[config.mk]
export PLATFORM = sky130hd
export DESIGN_NAME = jifr_core
export DESIGN_NICKNAME = d
export VERILOG_FILES = /design/src/jifr_pkg.sv /design/src/jifr_core.sv
export SDC_FILE = /design/constraint.sdc
export NUM_CORES = 1
export LEC_CHECK = 0
export BUFFER_PORTS_ARGS = -buffer_cell sky130_fd_sc_hd__buf_2
export CORE_ASPECT_RATIO = 0.75
export CORE_MARGIN = 8
export CORE_UTILIZATION = 45
export CTS_CLUSTER_DIAMETER = 80
export DETAILED_ROUTE_END_ITERATION = 8
export HOLD_SLACK_MARGIN = 0.05
export PLACE_DENSITY = 0.84
export SYNTH_ARGS = -nofsm -noshare
export SYNTH_HDL_FRONTEND = slang
export SYNTH_SLANG_ARGS = --single-unit
[constraint.sdc]
create_clock -name i_sys_clk -period 2.35 [get_ports i_sys_clk]
set_clock_uncertainty 0.1 [all_clocks]
set_input_delay 0.47 -clock i_sys_clk [delete_from_list [all_inputs] [get_ports i_sys_clk]]
set_output_delay 0.47 -clock i_sys_clk [all_outputs]
set_load 0.01 [all_outputs]
[src/jifr_pkg.sv]
// shared constants and types for the ifr control and rx noise filter
package jifr_pkg;
  // noise filter counter
  localparam int FILT_CNT_W = 3;
  localparam logic [FILT_CNT_W-1:0] FILT_CNT_MAX = 3'h7;
  localparam logic [FILT_CNT_W-1:0] FILT_CNT_MIN = 3'h0;
  localparam logic [FILT_CNT_W-1:0] FILT_CNT_RST = 3'h0;
  localparam logic FILT_OUT_RST = 1'h0;
  localparam logic FILT_SAMP_RST = 1'h0;
  // response-type control field
  localparam int RESP_W = 3;
  localparam int RESP_SINGLE_POS = 2;
  localparam int RESP_MBYTE_POS = 1;
  localparam int RESP_MNODE_POS = 0;
  localparam logic [RESP_W-1:0] RESP_RST = 3'h0;
  localparam logic [RESP_W-1:0] RESP_EFF_NONE = 3'h0;
  localparam logic [RESP_W-1:0] RESP_EFF_SINGLE = 3'h4;
  localparam logic [RESP_W-1:0] RESP_EFF_MBYTE = 3'h2;
  localparam logic [RESP_W-1:0] RESP_EFF_MNODE = 3'h1;
  localparam int BYTE_W = 8;
  localparam logic [BYTE_W-1:0] BYTE_RST = 8'h00;
  // response sequencer states
  typedef enum logic [2:0] {
    JIFR_IDLE,
    JIFR_NORM,
    JIFR_BYTE,
    JIFR_CRC,
    JIFR_DONE
  } jifr_state_e;
endpackage : jifr_pkg

[src/jifr_core.sv]
// ifr control and rx digital noise filter of the byte link controller
// How it works
// low-pass filter strips narrow rx noise pulses
// filter runs on the interface clock
// rx line sampled on each rising edge
// sample steers count on next falling edge
// counter saturates; output flips at limits
// several type bits: priority single, multi-byte, multi-node
// readback returns raw written pattern
// software should set one type bit only
// forms: none, single, multi-node, multi-byte
// response starts only after end-of-data
// lost arbitration: resend id until seen
// active normalization bit precedes response byte
// one normalization bit; others sync to it
`timescale 1ns/100ps
`default_nettype none
module jifr_core (
  input wire logic i_sys_clk, // interface clock
  input wire logic i_rst_n, // synchronous reset, active low
  input wire logic i_clk_en, // freezes all state when low
  input wire logic i_rx_phys_line, // raw receive line
  output logic o_rx_filtered, // filtered receive level
  input wire logic i_resp_wr, // write strobe for type bits
  input wire logic [jifr_pkg::RESP_W-1:0] i_resp_wdata, // type bits written
  output logic [jifr_pkg::RESP_W-1:0] o_resp_rdata, // type bits as written
  output logic [jifr_pkg::RESP_W-1:0] o_resp_eff, // type bits as acted on
  input wire logic i_eod_seen, // end-of-data symbol detected
  input wire logic i_eof_seen, // end-of-frame, aborts response
  input wire logic i_nb_on_bus, // a normalization bit already on bus
  input wire logic i_tx_done, // encoder finished current symbol
  input wire logic i_arb_lost, // arbitration lost this byte
  input wire logic i_rx_byte_valid, // byte received from bus
  input wire logic [jifr_pkg::BYTE_W-1:0] i_rx_byte, // received byte
  input wire logic [jifr_pkg::BYTE_W-1:0] i_own_id, // own id or address
  input wire logic [jifr_pkg::BYTE_W-1:0] i_tx_data, // next multi-byte data
  input wire logic i_last_byte, // current data byte is the last
  input wire logic i_crc_append, // append crc to multi-byte response
  output logic o_tx_nb, // request active normalization bit
  output logic o_tx_byte_req, // request byte transmission
  output logic [jifr_pkg::BYTE_W-1:0] o_tx_byte, // byte to transmit
  output logic o_tx_crc_req, // request crc transmission
  output logic o_ifr_busy, // response in progress
  output logic o_ifr_done // response finished, one pulse
);
  import jifr_pkg::*;

  // priority encoder, used only on write to form the acted-on type bits
  function automatic logic [RESP_W-1:0] resp_prio(input logic [RESP_W-1:0] raw);
    if (raw[RESP_SINGLE_POS]) begin
      resp_prio = RESP_EFF_SINGLE;
    end else if (raw[RESP_MBYTE_POS]) begin
      resp_prio = RESP_EFF_MBYTE;
    end else if (raw[RESP_MNODE_POS]) begin
      resp_prio = RESP_EFF_MNODE;
    end else begin
      resp_prio = RESP_EFF_NONE;
    end
  endfunction : resp_prio

  logic samp;
  logic [FILT_CNT_W-1:0] cnt;
  logic [FILT_CNT_W-1:0] next_cnt;
  logic cnt_at_max;
  logic cnt_at_min;

  // rising edge: sample the raw line
  always_ff @(posedge i_sys_clk) begin
    if (!i_rst_n) begin
      samp <= FILT_SAMP_RST;
    end else if (i_clk_en) begin
      samp <= i_rx_phys_line;
    end
  end

  // saturating up/down count; a pulse shorter than the span never reaches a limit
  assign cnt_at_max = (cnt == FILT_CNT_MAX);
  assign cnt_at_min = (cnt == FILT_CNT_MIN);
  assign next_cnt = samp ? (cnt_at_max ? cnt : cnt + 3'h1)
                         : (cnt_at_min ? cnt : cnt - 3'h1);

  // falling edge: step the counter with the last sample
  always_ff @(negedge i_sys_clk) begin
    if (!i_rst_n) begin
      cnt <= FILT_CNT_RST;
    end else if (i_clk_en) begin
      cnt <= next_cnt;
    end
  end

  // output flips only at a limit, giving hysteresis against noise
  always_ff @(posedge i_sys_clk) begin
    if (!i_rst_n) begin
      o_rx_filtered <= FILT_OUT_RST;
    end else if (i_clk_en) begin
      if (cnt_at_max) begin
        o_rx_filtered <= 1'b1;
      end else if (cnt_at_min) begin
        o_rx_filtered <= 1'b0;
      end
    end
  end

  // type bits: raw copy for readback, encoded copy for the sequencer
  always_ff @(posedge i_sys_clk) begin
    if (!i_rst_n) begin
      o_resp_rdata <= RESP_RST;
      o_resp_eff <= RESP_RST;
    end else if (i_clk_en && i_resp_wr) begin
      o_resp_rdata <= i_resp_wdata;
      o_resp_eff <= resp_prio(i_resp_wdata);
    end
  end

  jifr_state_e state;
  jifr_state_e next_state;
  logic lost;
  logic next_lost;
  logic [BYTE_W-1:0] next_tx_byte;
  wire logic is_mbyte = o_resp_eff[RESP_MBYTE_POS];
  wire logic has_ifr = (o_resp_eff != RESP_EFF_NONE);
  wire logic own_seen = i_rx_byte_valid && (i_rx_byte == i_own_id);
  wire logic [BYTE_W-1:0] first_byte = is_mbyte ? i_tx_data : i_own_id;

  // response sequencer
  always_comb begin
    next_state = state;
    next_lost = lost;
    next_tx_byte = o_tx_byte;
    case (state)
      JIFR_IDLE: begin
        if (i_eod_seen && has_ifr) begin
          next_state = JIFR_NORM;
        end
      end
      JIFR_NORM: begin
        // another node's bit is enough; ours would be a second one
        if (i_nb_on_bus || i_tx_done) begin
          next_state = JIFR_BYTE;
          next_lost = 1'b0;
          next_tx_byte = first_byte;
        end
      end
      JIFR_BYTE: begin
        if (i_arb_lost) begin
          next_lost = 1'b1;
        end
        if (!is_mbyte && own_seen) begin
          next_state = JIFR_DONE;
        end else if (i_tx_done && !(lost || i_arb_lost)) begin
          if (!is_mbyte) begin
            next_state = JIFR_DONE;
          end else if (!i_last_byte) begin
            next_tx_byte = i_tx_data;
          end else if (i_crc_append) begin
            next_state = JIFR_CRC;
          end else begin
            next_state = JIFR_DONE;
          end
        end else if (i_tx_done) begin
          next_lost = 1'b0; // resend same byte
        end
      end
      JIFR_CRC: begin
        if (i_tx_done) begin
          next_state = JIFR_DONE;
        end
      end
      default: begin
        next_state = JIFR_IDLE;
      end
    endcase
    if (i_eof_seen && state != JIFR_IDLE) begin
      next_state = JIFR_IDLE; // frame over, give up
    end
  end

  // sequencer registers and request outputs
  always_ff @(posedge i_sys_clk) begin
    if (!i_rst_n) begin
      state <= JIFR_IDLE;
      lost <= 1'b0;
      o_tx_byte <= BYTE_RST;
      o_tx_nb <= 1'b0;
      o_tx_byte_req <= 1'b0;
      o_tx_crc_req <= 1'b0;
      o_ifr_busy <= 1'b0;
      o_ifr_done <= 1'b0;
    end else if (i_clk_en) begin
      state <= next_state;
      lost <= next_lost;
      o_tx_byte <= next_tx_byte;
      o_tx_nb <= (next_state == JIFR_NORM) && !i_nb_on_bus;
      o_tx_byte_req <= (next_state == JIFR_BYTE);
      o_tx_crc_req <= (next_state == JIFR_CRC);
      o_ifr_busy <= (next_state != JIFR_IDLE);
      o_ifr_done <= (next_state == JIFR_DONE);
    end
  end
endmodule : jifr_core
`default_nettype wire

Word level (Yosys, flattened, before mapping)
Cells that the tools add are included. Widths: inputs -> output; s select.

Register bits after elaboration: 28. Input port bits: 40.

$add $sub $neg: 2. Equal/unequal tests: 16. Mux-type cells: 31. Reduce and logical (&&, ||, !) cells: 23.

Operators by type and width (count): $mux 8 (6); $mux 3 (13); $pmux 8 s2 (1); $ne 2x2->1 const B (7); $eq 3x2->1 const B (4); $pmux 3 s4 (1); $reduce_bool 3->1 (3); $eq 8x8->1 (1); $mux 1 (8); $logic_and 1x1->1 (7); $reduce_and 7->1 (1); $eq 3x1->1 const B (2); $eq 3x3->1 const B (2); $logic_not 3->1 (2); $reduce_and 3->1 (2); $reduce_bool 2->1 (2); $add 3x1->3 const B (1); $logic_not 1->1 (3); $sub 3x1->3 const B (1); $logic_or 1x1->1 (2); $mux 2 (1); $pmux 1 s2 (1); $reduce_and 2->1 (1).

Depth between registers and ports, before layout
Gate-level depths: netlist (run 1).

Depth after elaboration: 9. Depth in mapped cells: 7.

==> metrics.yaml, run 1 <==
placement:
  placed_area_mm2: 0.00192
  placed_cells: 266
  place_congestion: 0.803
  place_hpwl_mm: 3.13
  place_ws_ns: -0.235
  port_buffers: 59
grt:
  grt_pass1_wl_mm: 6.27
  grtUsageTotal_pct: 13.3
  grt_max_degree: 19
  overflow: 0
  antenna_found_initial: 0
  grt_pass1_vias: 1353
power:
  pwr-share-comb_pct: 25.1
  p_leak_nw: 1.04
  p_per_area_mw_per_mm2: 556
  p_int_uw: 766
  power_mw: 1.10
  power.share.clock_pct: 26.5
  sw_frac_of_total_pct: 30.6
  vdd_drop_max_uv: 579
  seqPwrFrac_pct: 48.4
  power_switching_uw: 338
layout:
  area_growth_pct: 23.1
  n_antenna_cell: 0
  nNetsFinal: 272
  drive_above_1_share_pct: 38.3
  fin_area_mm2: 0.00199
  fillers: 320
  instances_no_fill: 272
routing:
  ant_nets: 0
  firstDrtPassIters: 4
  post_drt_wl_per_cell_um: 14.3
  wirelength_mm: 3.88
  via_per_inst: 5.28
  remaining_drc_errors: 0
  drtIter0Drc: 78
  num_vias: 1435
timing:
  setup_violations: 3
  hold_viol: 0
  rsz0062_at_grt: "yes"
  slew_viol_final: 0
  worstMarginPinSlew_ns: 0.461
  slew-limit-headroom_pct: 69.0
  setup_ws_ns: -0.208
  whs_ns: 0.332
setup_path:
  crit_path_top_delay_cell: "dfxtp_2"
  startpoint_type: "flip-flop"
  cp_max_fo: 2
  worstPathRequired_ns: 1.34
  max_stage_delay_ns: 0.34
  arrival_ns: 1.55
  end_kind: "flip-flop"
  critical_path_class: "reg2reg"
  crit_chain: "inv_2, fa_2, xor2_1, or3_1, a21boi_1"
cts:
  post_cts_buffers: 0
  cts_buffers: 3
  clock_latency_ns: 0.34
  cts-root-buf: "clkbuf_8"
  cts_buffer_depth: 2
  ctsHtreeMaxLevel: 1
  cts_sinks: 27
  cts_tree: "built"
  path_clk_slew_ns: 0.10
  holdBufCountCts: 0
synth:
  synth-edff-count: 0
  synth-main-ff-cell: "dfxtp_1"
  syn_avg_cell_area_um2: 9.49
  ys_ff_latch: 27
  synth_most_common_cell: "dfxtp_1"
  synth-seq-area-share_pct: 33.5
  synth_area_mm2: 0.00161
  synth_area_leader_cell: "dfxtp_1"
  synth_common_cells: "dfxtp_1, nand2_1, mux2i_1"
  synth.area.top_cells: "dfxtp_1, mux2i_1, o211a_1, xor2_1, nand2_1"
  ys_types: 54
  ys_warn_count: 0
  synth_top_area_share_pct: 33.5
  synth_cells: 170
  syn-num-nets: 211
  ys_async_sr_fraction_pct: 0
worst_hold_path:
  hp-class: "in2reg"
outcome:
  violations: "setup timing"
  status: "finished with violations"
floorplanning:
  fp.dieArea_mm2: 0.00578
  core-area_mm2: 0.00354
  die_h_um: 67.9
  num_io_pins: 60
  die_w_um: 85.2
  start_util_pct: 45.6
  rows: 19
flow_run:
  maxCapViolCount: 0
[power by group through the flow]
stage          combinational [mW]  clock (mW)  sequential, mW
6_report                    0.278       0.293           0.534
5_1_grt                     0.312       0.337           0.540
4_1_cts                     0.279       0.303           0.533
3_5_place_dp                0.272      0.0106           0.543
3_3_place_gp                0.262      0.0106           0.543
2_1_floorplan               0.180      0.0106           0.538
[stage by stage]
| step | utilization (%) | TNS, ns |
|---|---|---|
| global route | 56.1 | -0.448 |
| CTS | 56.0 | -0.291 |
| floorplan | - | -0.291 |
| detailed placement | 54.3 | -0.398 |
| global placement | 54.3 | -0.310 |
| finish | 56.1 | -0.247 |
[final timing paths]
kind                   to    startpoint  depth (start not counted)  slack (ns)
max reg2reg        cnt[2]          samp                          5       -0.21
min               o_tx_nb   i_nb_on_bus                          2        0.33
min reg2reg  o_tx_crc_req  o_tx_crc_req                          1        0.37
max                cnt[2]          samp                          5       -0.21
[critical path: cells and delay by family, from the launching register on]
kind,cells,cell delay (ns)
XOR/XNOR,1,0.15
flip-flops,1,0.34
AND/OR/NAND/NOR,1,0.31
AO/OA/AOI/OAI,1,0.12
adder cells (fa/ha/maj),1,0.32
buffers and inverters,1,0.04
[final cells by class]
type / count / area (µm²) / area share, %
Multi-Input combinational cell: 129 / 987 / 49.7
Sequential cell: 27 / 542 / 27.3
Timing Repair Buffer: 63 / 329 / 16.6
Tap cell: 42 / 52.6 / 2.64
Clock buffer: 3 / 41.3 / 2.08
Clock inverter: 4 / 20.0 / 1.01
Inverter: 4 / 15.0 / 0.756
[flip-flops by register name, summed over array words and instances (netlist names), 2 cells and up]
signal	cells
cnt	3
o_resp_eff	2
o_resp_rdata	3
o_tx_byte	8
state	3
[logic make-up (layout without fill, tap and decap cells)]
group | after synthesis | in the layout | synth area share [%]
xor gates and xnor gates | 10 | 10 | 5.43
muxes | 11 | 11 | 6.82
DFF | 27 | 27 | 33.5
buffers and inverters | 14 | 74 | 5.97
AOI/OAI and AO/OA | 43 | 43 | 21.8
adders and majority gates | 1 | 1 | 1.24
and+or+nand+nor | 64 | 64 | 25.3
[cell usage in the layout (no fill, tap or decap), drive strengths merged, types with 4 or more instances in the layout]
cell type	n
nor2b	9
dfxtp	27
and3	4
buf	63
nor2	6
nor3b	4
nor3	4
o21ai	9
o211a	9
a21oi	6
a21boi	6
inv	8
nand2	17
mux2i	11
nand3	6
xor2	8
[per-layer routing]
layer	global-route usage [%]	wire [µm]	up-vias	share of wire, %
met5	0	0	-	0
met4	3.97	34	0	0.88
met2	22.4	1840	36	48
met3	3.36	209	2	5.4
met1	16.8	1790	660	46
li1	-	-	737	-
[what timing repair did]
action | 4_1_cts | 5_1_grt
pin swaps | 0 | 1
endpoints found under the setup margin | 3 | 3
resized for setup | 1 | 1
No activity file was read; power rests on OpenSTA's default activity.
==> run 2: changes to the inputs <==
PLACE_DENSITY = 0.81   (was 0.84)
==> run 2 against run 1 <==
Net effect:
- the run still ends with setup timing left
- via count fell by 1.5%
- global-route usage hardly changed
- flip-flop and latch count stayed put
- first-iteration DRC count fell by 5.1%
==> metrics.yaml, run 2 (synthesis results as in run 1) <==
routing:
  ant_nets: 0
  num_vias: 1414
  via_per_inst: 5.20
  firstDrtPassIters: 4
  wirelength_mm: 3.89
  post_drt_wl_per_cell_um: 14.3
  remaining_drc_errors: 0
  drtIter0Drc: 74
cts:
  clock_latency_ns: 0.34
  post_cts_buffers: 0
  ctsHtreeMaxLevel: 1
  cts-root-buf: "clkbuf_8"
  path_clk_slew_ns: 0.10
  cts_buffer_depth: 2
  cts_tree: "built"
  cts_buffers: 3
  holdBufCountCts: 0
  cts_sinks: 27
outcome:
  status: "finished with violations"
  violations: "setup timing"
placement:
  port_buffers: 59
  place_ws_ns: -0.255
  placed_cells: 266
  place_hpwl_mm: 3.15
  place_congestion: 0.789
  placed_area_mm2: 0.00192
power:
  p_leak_nw: 1.04
  seqPwrFrac_pct: 48.0
  power.share.clock_pct: 26.6
  sw_frac_of_total_pct: 31.1
  pwr-share-comb_pct: 25.4
  p_per_area_mw_per_mm2: 560
  vdd_drop_max_uv: 378
  p_int_uw: 768
  power_switching_uw: 346
timing:
  slew-limit-headroom_pct: 67.1
  setup_ws_ns: -0.233
  setup_violations: 3
  slew_viol_final: 0
  hold_viol: 0
  rsz0062_at_grt: "yes"
  worstMarginPinSlew_ns: 0.489
  tns_ns: -0.256
layout:
  fin_area_mm2: 0.00199
  largest_register: "o_tx_byte"
  area_growth_pct: 23.2
  layout_common_cells: "buf_2, dfxtp_1, nand2_1"
  drive_above_1_share_pct: 38.3
  instances_no_fill: 272
  final_common_cell: "buf_2"
  nNetsFinal: 272
  n_antenna_cell: 0
  fillers: 346
  largest_register_ffs: 8
setup_path:
  crit_chain: "inv_2, fa_2, xor2_1, or3_1, a21boi_2"
  r2r_slack_ns: -0.23
  startpoint_type: "flip-flop"
  cpLargestDelayFamily: "flip-flops"
  critical_path_class: "reg2reg"
  cp_max_fo: 2
  worstPathRequired_ns: 1.35
  arrival_ns: 1.58
  crit_path_top_delay_cell: "dfxtp_2"
  crit_buf_inv: 1
  max_stage_delay_ns: 0.34
  end_kind: "flip-flop"
grt:
  antenna_found_initial: 0
  grt_pass1_wl_mm: 6.21
  grt_max_degree: 19
  overflow: 0
  grtUsageTotal_pct: 13.4
  grt_pass1_vias: 1327
floorplanning:
  die_h_um: 67.9
  fp.dieArea_mm2: 0.00578
  start_util_pct: 45.6
  core-area_mm2: 0.00354
  die_w_um: 85.2
  rows: 19
  num_io_pins: 60
worst_hold_path:
  hp-class: "in2reg"
flow_run:
  maxCapViolCount: 0
run 2: metrics by stage:
step | util, % | power, mW | hold slack, ns
after detailed placement | 54.3 | 0.828 | 0.352
after global routing | 56.1 | 1.19 | 0.329
after CTS | 56.0 | 1.12 | 0.325
final | 56.1 | 1.11 | 0.327
after global placement | 54.3 | 0.816 | 0.347
after floorplan | - | 0.729 | 0.354
run 2: timing repair:
action,CTS,global route
gates resized for setup,1,1
pin swaps,0,1
endpoints found under the setup margin,3,3
hold endpoints to repair,0,0
gates cloned,0,0
run 2: path summary, 6_finish.rpt:
path,depth (start not counted),end,start
worst max-delay path,5,cnt[2],samp
worst min-delay path,2,o_tx_nb,i_nb_on_bus
worst max register to register,5,cnt[2],samp
worst min register to register,2,o_tx_nb,o_tx_nb
run 2: cell type report:
cell class,count,area [µm²],area share [%]
Multi-Input combinational cell,129,988,49.7
Sequential cell,27,542,27.2
Timing Repair Buffer,63,329,16.6
Tap cell,42,52.6,2.64
Clock buffer,3,41.3,2.08
Clock inverter,4,20.0,1.01
Inverter,4,15.0,0.755
run 2: worst reg2reg max path, cell delays in order, from the launching register on:
cell      delay, ns
dfxtp_2        0.34
inv_2          0.04
fa_2           0.32
xor2_1         0.15
or3_1          0.33
a21boi_2       0.13
run 2: power by group through the flow:
stage	sequential, mW	clock (mW)	combinational (mW)
2_1_floorplan	0.538	0.0106	0.180
3_3_place_gp	0.543	0.0106	0.262
3_5_place_dp	0.545	0.0106	0.272
4_1_cts	0.535	0.308	0.280
5_1_grt	0.542	0.338	0.314
6_report	0.535	0.297	0.283
run 2: metal layers:
metal / GRT usage [%] / routed length, µm / up-vias
li1: - / - / 732
met1: 17.0 / 1860 / 652
met2: 21.7 / 1800 / 26
met3: 3.48 / 171 / 4
met4: 4.64 / 46 / 0
met5: 0 / 0 / -
==> run 3: changes to the inputs <==
CORE_MARGIN = 2   (was 8)
==> run 3 against run 2 <==
Net effect:
- core utilization rose by 3.6 points
- flip-flop and latch count did not move
- the run still ends with setup timing left
- setup slack got worse by 0.0022 ns
- sequential power rose by 1%
- final cell count fell by 0.37%
- highest routed layer unchanged
==> metrics.yaml, run 3 (synthesis results as in run 1) <==
setup_path:
  startpoint_type: "flip-flop"
  crit_chain: "inv_2, fa_2, xor2_1, or3_1, a21boi_1"
  cpLargestDelayFamily: "flip-flops"
  worstPathRequired_ns: 1.35
  end_kind: "flip-flop"
  crit_buf_inv: 1
  r2r_slack_ns: -0.24
  crit_path_top_delay_cell: "dfxtp_2"
  cp_max_fo: 2
  arrival_ns: 1.59
  critical_path_class: "reg2reg"
  max_stage_delay_ns: 0.35
power:
  seqPwrFrac_pct: 47.7
  pwr-share-comb_pct: 26.2
  power_switching_uw: 358
  power.share.clock_pct: 26.2
  p_per_area_mw_per_mm2: 567
  p_int_uw: 779
  sw_frac_of_total_pct: 31.5
  p_leak_nw: 1.05
  power_mw: 1.14
  vdd_drop_max_uv: 405
timing:
  rsz0062_at_grt: "yes"
  setup_ws_ns: -0.235
  slew-limit-headroom_pct: 72.4
  whs_ns: 0.330
  slew_viol_final: 0
  setup_violations: 3
  worstMarginPinSlew_ns: 0.413
  hold_viol: 0
grt:
  antenna_found_initial: 0
  grt_max_degree: 19
  grt_pass1_wl_mm: 6.13
  grt_pass1_vias: 1337
  overflow: 0
  grtUsageTotal_pct: 18.9
worst_hold_path:
  hp-class: "in2reg"
floorplanning:
  die_w_um: 73.2
  start_util_pct: 48.1
  fp.dieArea_mm2: 0.00409
  rows: 18
  core-area_mm2: 0.00336
  die_h_um: 55.9
  num_io_pins: 60
routing:
  via_per_inst: 5.39
  post_drt_wl_per_cell_um: 13.6
  wirelength_mm: 3.68
  num_vias: 1462
  drtIter0Drc: 79
  firstDrtPassIters: 5
  ant_nets: 0
  remaining_drc_errors: 0
cts:
  cts-root-buf: "clkbuf_8"
  ctsHtreeMaxLevel: 1
  cts_tree: "built"
  cts_buffers: 3
  holdBufCountCts: 0
  cts_buffer_depth: 2
  path_clk_slew_ns: 0.10
  cts_sinks: 27
  clock_latency_ns: 0.34
outcome:
  status: "finished with violations"
  violations: "setup timing"
layout:
  largest_register: "o_tx_byte"
  multiInputGateArea_um2: 995
  fillers: 306
  layout_common_cells: "buf_2, dfxtp_1, nand2_1"
  seq_area_um2: 543
  drive_above_1_share_pct: 39.4
  nNetsFinal: 273
  largest_register_ffs: 8
  n_antenna_cell: 0
  final_common_cell: "buf_2"
  area_growth_pct: 24.2
placement:
  place_congestion: 0.811
  place_hpwl_mm: 2.80
  place_ws_ns: -0.247
  port_buffers: 59
flow_run:
  maxCapViolCount: 0
run 3: changes by cell type in the layout (fill, tap and decap cells not counted):
cell / before / now
nand2_1: 17 / 16
dfxtp_2: 1 / 2
a21boi_1: 1 / 2
buf_6: 1 / 2
a21boi_2: 1 / 0
nor2_4: 1 / 2
nor2_1: 5 / 4
dfxtp_1: 26 / 25
nand2_2: 0 / 1
run 3: power by group through the flow:
stage               clock, mW  sequential [mW]  combinational [mW]
floorplan              0.0106            0.538               0.180
global placement       0.0106            0.544               0.262
detailed placement     0.0106            0.544               0.273
CTS                     0.308            0.534               0.282
global route            0.328            0.549               0.333
finish                  0.297            0.542               0.297
run 3: cell type report:
| cell class | instances | area share [%] |
|---|---|---|
| Clock buffer | 3 | 2.06 |
| Clock inverter | 4 | 0.999 |
| Inverter | 4 | 0.749 |
| Multi-Input combinational cell | 129 | 49.6 |
| Sequential cell | 27 | 27.1 |
| Tap cell | 40 | 2.50 |
| Timing Repair Buffer | 64 | 17.0 |
run 3: path summary, 6_finish.rpt:
path                                       from               to  cells past startpoint
worst max-delay path                       samp           cnt[2]                      5
worst min-delay path                i_nb_on_bus          o_tx_nb                      2
worst min register to register  o_resp_rdata[0]  o_resp_rdata[0]                      2
worst max register to register             samp           cnt[2]                      5
run 3: layer usage:
layer / global-route usage [%] / part of all wire (%) / routed length, µm / vias to the layer above
met5: 0 / 0 / 0 / -
met4: 5.29 / 0.98 / 36 / 0
met3: 3.80 / 6.0 / 220 / 5
met2: 28.4 / 43 / 1560 / 45
met1: 27.1 / 50 / 1860 / 676
li1: - / - / - / 736
run 3: worst reg2reg max path, stage by stage (launching register included):
cell      delay (ns)
dfxtp_2         0.35
inv_2           0.04
fa_2            0.33
xor2_1          0.16
or3_1           0.31
a21boi_1        0.12
run 3: what timing repair did:
| action | 4_1_cts | 5_1_grt |
|---|---|---|
| resized for setup | 2 | 4 |
| pin swaps | 2 | 3 |
| endpoints found under the setup margin | 3 | 4 |
| buffers inserted | 1 | 0 |
run 3: through the flow:
stage | area, µm² | cells | setup TNS, ns | utilization (%)
2_1_floorplan | 1630 | 170 | -0.291 | -
3_3_place_gp | 1920 | 264 | -0.311 | 57.2
3_5_place_dp | 1920 | 264 | -0.401 | 57.2
4_1_cts | 1990 | 271 | -0.474 | 59.4
5_1_grt | 2000 | 271 | -0.677 | 59.7
6_report | 2000 | 271 | -0.473 | 59.7
